===== src/common/ifp_pkg.sv =====
// constants for the inverter fault protection block
package ifp_pkg;
  localparam int unsigned CLK_FREQ_HZ = 40_000_000;
  localparam int unsigned NUM_PHASES = 3;
  // fault pulse minimum, microseconds
  localparam int unsigned FAULT_PULSE_MIN_TIME_US = 20;
  // least time: whole cycles, no rounding
  localparam int unsigned FAULT_PULSE_CYCLES =
    (FAULT_PULSE_MIN_TIME_US * (CLK_FREQ_HZ / 1_000_000));
  // minimum input pulse width, nanoseconds
  localparam int unsigned MIN_PULSE_NS = 700;
  localparam int unsigned MIN_PULSE_CYCLES_RAW = (MIN_PULSE_NS * (CLK_FREQ_HZ / 1_000_000) + 999) / 1000;
  localparam int unsigned MIN_PULSE_CYCLES = (MIN_PULSE_CYCLES_RAW < 1) ? 1 : MIN_PULSE_CYCLES_RAW;
  localparam int unsigned FAULT_CNT_W = 10;
  localparam int unsigned PULSE_CNT_W = 5;
  localparam logic [FAULT_CNT_W-1:0] FAULT_CNT_LOAD = FAULT_CNT_W'(FAULT_PULSE_CYCLES - 1);
  localparam logic [PULSE_CNT_W-1:0] PULSE_CNT_LOAD = PULSE_CNT_W'(MIN_PULSE_CYCLES - 1);
  localparam logic [PULSE_CNT_W-1:0] PULSE_CNT_ZERO = 5'h00;
  localparam logic [FAULT_CNT_W-1:0] FAULT_CNT_ZERO = 10'h000;
  localparam logic [NUM_PHASES-1:0] PHASES_OFF = 3'h0;
  localparam logic [NUM_PHASES-1:0] PHASES_ON = 3'h7;
  typedef enum logic [1:0] {
    IFP_RUN,
    IFP_SC_PULSE,
    IFP_HOLD
  } ifp_state_t;
endpackage


===== src/ifp_pulse_filter.sv =====
// input deglitch: passes a level only after it has been stable for the minimum pulse width
module ifp_pulse_filter
  import ifp_pkg::*;
(
  input wire logic clk,
  input wire logic sys_rst,
  input wire logic raw_in,
  output logic filtered
);
  logic [PULSE_CNT_W-1:0] count;
  logic [PULSE_CNT_W-1:0] next_count;
  logic next_filtered;

  always_comb begin
    next_count = count;
    next_filtered = filtered;
    if (raw_in == filtered) begin
      next_count = PULSE_CNT_LOAD;
    end else if (count == PULSE_CNT_ZERO) begin
      next_filtered = raw_in;
      next_count = PULSE_CNT_LOAD;
    end else begin
      next_count = count - 5'h01;
    end
  end

  always_ff @(posedge clk) begin
    if (sys_rst) begin
      count <= PULSE_CNT_LOAD;
      filtered <= 1'b0;
    end else begin
      count <= next_count;
      filtered <= next_filtered;
    end
  end
endmodule


===== src/ifp_protect.sv =====
// low-side protection and gate gating for a three-phase inverter module
//
// What this block does
// - comparator trip on current sense is a short-circuit event, handled in hardware.
// - short circuit turns all three low-side gates off and asserts fault together.
// - short-circuit path acts on low-side gates only, never high-side.
// - after short circuit the fault output holds at least 20 us, then releases.
// - after fault ends each low-side phase re-arms on its own rising input.
// - pulses shorter than 0.7 us may be ignored; controller avoids them.
// - undervoltage or overtemperature holds fault while present, at least 20 us.
// - low-side undervoltage forces all low-side gates off whatever the inputs.
module ifp_protect
  import ifp_pkg::*;
(
  input wire logic clk,
  input wire logic sys_rst,
  input wire logic current_sense_in,
  input wire logic supply_undervoltage,
  input wire logic overtemperature,
  input wire logic [ifp_pkg::NUM_PHASES-1:0] low_side_in,
  input wire logic [ifp_pkg::NUM_PHASES-1:0] high_side_in,
  output logic [ifp_pkg::NUM_PHASES-1:0] low_side_gate,
  output logic [ifp_pkg::NUM_PHASES-1:0] high_side_gate,
  output logic fault_out_n,
  output logic short_circuit_trip
);
  ////////////////////////////////////////////////////////////////////////////
  logic [NUM_PHASES-1:0] low_filt;
  logic [NUM_PHASES-1:0] high_filt;
  logic [NUM_PHASES-1:0] low_prev;
  logic [NUM_PHASES-1:0] next_low_prev;

  // one filter per input; a glitch shorter than the minimum pulse never reaches a gate
  genvar g;
  generate
    for (g = 0; g < NUM_PHASES; g++) begin : g_phase
      ifp_pulse_filter u_low_filt (
        .clk(clk),
        .sys_rst(sys_rst),
        .raw_in(low_side_in[g]),
        .filtered(low_filt[g])
      );
      ifp_pulse_filter u_high_filt (
        .clk(clk),
        .sys_rst(sys_rst),
        .raw_in(high_side_in[g]),
        .filtered(high_filt[g])
      );
    end
  endgenerate

  ////////////////////////////////////////////////////////////////////////////
  ifp_state_t state;
  ifp_state_t next_state;
  logic [FAULT_CNT_W-1:0] fault_cnt;
  logic [FAULT_CNT_W-1:0] next_fault_cnt;
  logic [NUM_PHASES-1:0] armed;
  logic [NUM_PHASES-1:0] next_armed;
  logic next_fault_out_n;
  logic next_short_circuit_trip;
  logic [NUM_PHASES-1:0] next_low_side_gate;
  logic [NUM_PHASES-1:0] next_high_side_gate;
  logic slow_fault;
  logic [NUM_PHASES-1:0] rise;

  assign slow_fault = supply_undervoltage | overtemperature;
  assign rise = low_filt & ~low_prev;

  always_comb begin
    next_state = state;
    next_fault_cnt = fault_cnt;
    next_armed = armed;
    next_low_prev = low_filt;
    next_short_circuit_trip = 1'b0;
    case (state)
      IFP_RUN: begin
        // re-arm each phase on its own rising edge
        next_armed = armed | rise;
        if (current_sense_in) begin
          next_state = IFP_SC_PULSE;
          next_fault_cnt = FAULT_CNT_LOAD;
          next_armed = PHASES_OFF;
          next_short_circuit_trip = 1'b1;
        end else if (supply_undervoltage) begin
          next_state = IFP_HOLD;
          next_fault_cnt = FAULT_CNT_LOAD;
          next_armed = PHASES_OFF;
        end else if (overtemperature) begin
          next_state = IFP_HOLD;
          next_fault_cnt = FAULT_CNT_LOAD;
          next_armed = PHASES_OFF;
        end
      end
      IFP_SC_PULSE: begin
        next_armed = PHASES_OFF;
        // fixed width regardless of the comparator afterwards
        if (fault_cnt != FAULT_CNT_ZERO) begin
          next_fault_cnt = fault_cnt - 10'h001;
        end else if (slow_fault) begin
          next_state = IFP_HOLD;
        end else begin
          next_state = IFP_RUN;
        end
      end
      IFP_HOLD: begin
        next_armed = PHASES_OFF;
        if (fault_cnt != FAULT_CNT_ZERO) begin
          next_fault_cnt = fault_cnt - 10'h001;
        end else if (!slow_fault) begin
          next_state = IFP_RUN;
        end
      end
      default: begin
        next_state = IFP_RUN;
        next_armed = PHASES_OFF;
      end
    endcase
  end

  always_comb begin
    // fault low while any fault state is next; high otherwise
    next_fault_out_n = (next_state == IFP_RUN);
    // low side gated by arming and by undervoltage directly
    next_low_side_gate = (next_state == IFP_RUN && !supply_undervoltage) ?
      (low_filt & next_armed) : PHASES_OFF;
    // high side untouched by the short-circuit path
    next_high_side_gate = high_filt;
  end

  always_ff @(posedge clk) begin
    if (sys_rst) begin
      state <= IFP_RUN;
      fault_cnt <= FAULT_CNT_ZERO;
      armed <= PHASES_OFF;
      low_prev <= PHASES_ON;
      fault_out_n <= 1'b1;
      short_circuit_trip <= 1'b0;
      low_side_gate <= PHASES_OFF;
      high_side_gate <= PHASES_OFF;
    end else begin
      state <= next_state;
      fault_cnt <= next_fault_cnt;
      armed <= next_armed;
      low_prev <= next_low_prev;
      fault_out_n <= next_fault_out_n;
      short_circuit_trip <= next_short_circuit_trip;
      low_side_gate <= next_low_side_gate;
      high_side_gate <= next_high_side_gate;
    end
  end
endmodule


===== config.mk =====
export PLATFORM = sky130hd
export DESIGN_NAME = ifp_protect
export DESIGN_NICKNAME = d
export VERILOG_FILES = /design/src/common/ifp_pkg.sv /design/src/ifp_pulse_filter.sv /design/src/ifp_protect.sv
export SDC_FILE = /design/constraint.sdc
export NUM_CORES = 1
export LEC_CHECK = 0
export BUFFER_PORTS_ARGS = -buffer_cell sky130_fd_sc_hd__buf_2
export CAP_MARGIN = 20
export CELL_PAD_IN_SITES_DETAIL_PLACEMENT = 0
export CELL_PAD_IN_SITES_GLOBAL_PLACEMENT = 1
export CORE_MARGIN = 4
export CORE_UTILIZATION = 50
export DETAILED_ROUTE_END_ITERATION = 10
export GPL_TIMING_DRIVEN = 0
export HOLD_SLACK_MARGIN = 0.03
export MAX_ROUTING_LAYER = met4
export PLACE_DENSITY_LB_ADDON = 0.1
export RECOVER_POWER = 50
export SETUP_SLACK_MARGIN = 0.1
export SYNTH_ARGS = -nofsm -noshare
export SYNTH_HDL_FRONTEND = slang
export SYNTH_HIERARCHICAL = 1
export SYNTH_SLANG_ARGS = --single-unit

===== constraint.sdc =====
create_clock -name clk -period 6.65 [get_ports clk]
set_clock_uncertainty 0.15 [all_clocks]
set_input_delay 0.665 -clock clk [delete_from_list [all_inputs] [get_ports clk]]
set_output_delay 0.665 -clock clk [all_outputs]
set_load 0.01 [all_outputs]

==> flow_summary.yaml <==
status:
  outcome: "finished clean"
placement:
  dp_cells: 374
  port_buffers: 18
  pre_cts_ws_ns: 3.93
  dpl.hpwl_mm: 3.43
  gp_congestion: 0.774
  placed_cell_area_um2: 3000
cts:
  cts_buffer_depth: 2
  cts_tree: "done"
  cts_resized: 0
  htree_num_levels: 3
  cts_setup_buffers: 0
  clk_pin_slew_worst_paths_ns: 0.07
  cts.sinks: 62
  cts_made_buffers: 9
  root_buffer: "clkbuf_8"
  clock_latency_ns: 0.33
  cts_hold_buf: 0
logic_synthesis:
  synth_ff_type: "dfxtp_1"
  yosys-top-cells-area: "dfxtp_1 44%, ha_1 8.0%, xnor2_1 7.4%"
  async_reset_ff_frac: 0
  avgSynthCellArea_um2: 9.94
  synth_seq_cells: 62
  yosysUniqueCellTypes: 45
  synth_area_um2: 2820
  synthCells: 284
  synth_largest_area_cell: "dfxtp_1"
  synth_edf_count: 0
  ys_seq_area_frac: 0.440
  synth_warnings: 6
  synth_top_area_share: 0.440
  syn-num-nets: 313
layout:
  fin_util: 0.581
  top_regs: "g_phase.u_high_filt/count: 15 flops, g_phase.u_low_filt/count: 15 flops, fault_cnt: 10 flops"
  final_cell_mix: "62 x dfxtp_1, 27 x nand2_1, 24 x xnor2_1"
  n_fill_cell: 510
  synthToLayoutAreaGrowth_pct: 13.4
  nets: 342
  finalNonFillerCells: 390
  diodes: 0
  drive_above_1_share: 0.142
  post-route-cell-area_um2: 3200
  final_common_cell: "dfxtp_1"
power:
  p_clk_frac: 0.410
  p_switching_mw: 0.209
  finalPower_mw: 0.825
  p_int_mw: 0.617
  ir_drop_uv: 178
  sw_frac_of_total: 0.253
  pwr-share-seq: 0.483
  p_comb_frac: 0.107
  p_leak_nw: 1.24
  power_per_cell_area_nw_per_um2: 258
sta:
  setup_slack_ns: 4.09
  setup_violations: 0
  holdWs_ns: 0.248
  worst_pin_slew_ns: 1.10
  hold_violations: 0
  fmax_ghz: 0.391
  maxSlewViolCount: 0
  final.setup.tns_ns: 0
  timing.slew.headroom: 0.264
  post-route-period-util: 0.384
  rsz0062_at_grt: "no"
  min_period_ns: 2.56
route:
  drt_iter0_drc: 80
  drtAntennaViolNets: 0
  viasPerCell: 5.16
  wl_mm: 4.87
  wl_per_cell_um: 12.5
  route.detailed.drc: 0
  dr.pass1.iters: 4
  via_count: 2011
grt:
  top_usage_layer: "met2"
  grt_pass1_wl_mm: 8.66
  grt_overflow: 0
  grtUsageMet2: 0.249
  antenna_found_initial: 0
  grt_pass1_vias: 1931
  grt_usage: 0.156
  grt_max_degree: 24
  met3_usage: 0.0407
  met1_usage: 0.191
critical_path:
  reg2reg_depth: 6
  worstPathArrival_ns: 2.64
  end_kind: "register"
  crit_type: "register to register"
  crit_fanout: 9
  cp-start-kind: "register"
  critical_path_required_ns: 6.74
floorplanning:
  die_h_um: 83.2
  pin_count: 19
  die_x_um: 83.2
  rows: 27
  die_area_um2: 6910
  core_um2: 5510
  initial_core_util: 0.513
worst_hold_path:
  hold_class: "register to register"
  min_path_cells: 1
flow_run:
  maxCapViolCount: 0
## cells by family (layout without fill, tap and decap cells)
family,count (synthesis),in the layout,synth area share
XOR/XNOR,24,24,0.0744
AO/OA/AOI/OAI,42,42,0.101
AND/OR/NAND/NOR,107,107,0.251
multiplexers,6,6,0.0213
adder cells (fa/ha/maj),18,18,0.0798
buffers and inverters,25,59,0.0337
flip-flops,62,62,0.440
## cells in the mapped netlist (all sizes together) (2+ instances only)
cell type	number
inv	23
or3	4
dfxtp	62
nand3	2
and3	2
or2	5
a311oi	3
xnor2	24
o21ai	11
a31oi	3
o211ai	2
and2	2
nor4	7
ha	18
nor3	13
a21oi	9
nor3b	7
or4	6
a41o	2
nor4b	8
o31ai	3
a211oi	3
nor2	13
or4b	2
mux2i	6
nor2b	4
nand2	27
## routing by layer
layer  share of wire  routed length (µm)
met5               0                   0
met4           0.012                  60
met3           0.027                 133
met2            0.45                2200
met1            0.51                2480
## final timing paths
| kind | start | endpoint | slack, ns |
|---|---|---|---|
| worst min-delay path | g_phase[2].u_low_filt/count[0] | g_phase[2].u_low_filt/count[0] | 0.25 |
| worst max-delay path | state[1] | fault_cnt[2] | 4.09 |
| worst min register to register | g_phase[2].u_low_filt/count[0] | g_phase[2].u_low_filt/count[0] | 0.25 |
| worst max register to register | state[1] | fault_cnt[2] | 4.09 |
## cell type report
type / instances / area (µm²) / area share
Sequential cell: 62 / 1240 / 0.388
Clock buffer: 11 / 151 / 0.0473
Multi-Input combinational cell: 197 / 1490 / 0.465
Clock inverter: 5 / 57.6 / 0.0180
Inverter: 23 / 86.3 / 0.0270
Buffer: 2 / 8.76 / 0.00274
Tap cell: 72 / 90.1 / 0.0281
Timing Repair Buffer: 18 / 78.8 / 0.0246
## worst max-delay path, stage by stage, from the launching register on
cell      delay (ns)
dfxtp_1         0.37
inv_1           0.10
ha_1            0.18
nor4b_1         0.78
nor2_1          0.36
and3_4          0.29
a311oi_1        0.24
## power groups by stage
stage / logic (mW) / registers [mW] / clock network (mW)
3_3_place_gp: 0.0888 / 0.407 / 0
3_5_place_dp: 0.0893 / 0.407 / 0
5_1_grt: 0.101 / 0.401 / 0.367
6_report: 0.0886 / 0.398 / 0.338
2_1_floorplan: 0.0662 / 0.404 / 0
4_1_cts: 0.0897 / 0.398 / 0.348
Note: power is estimated with default switching activity, not from simulation.
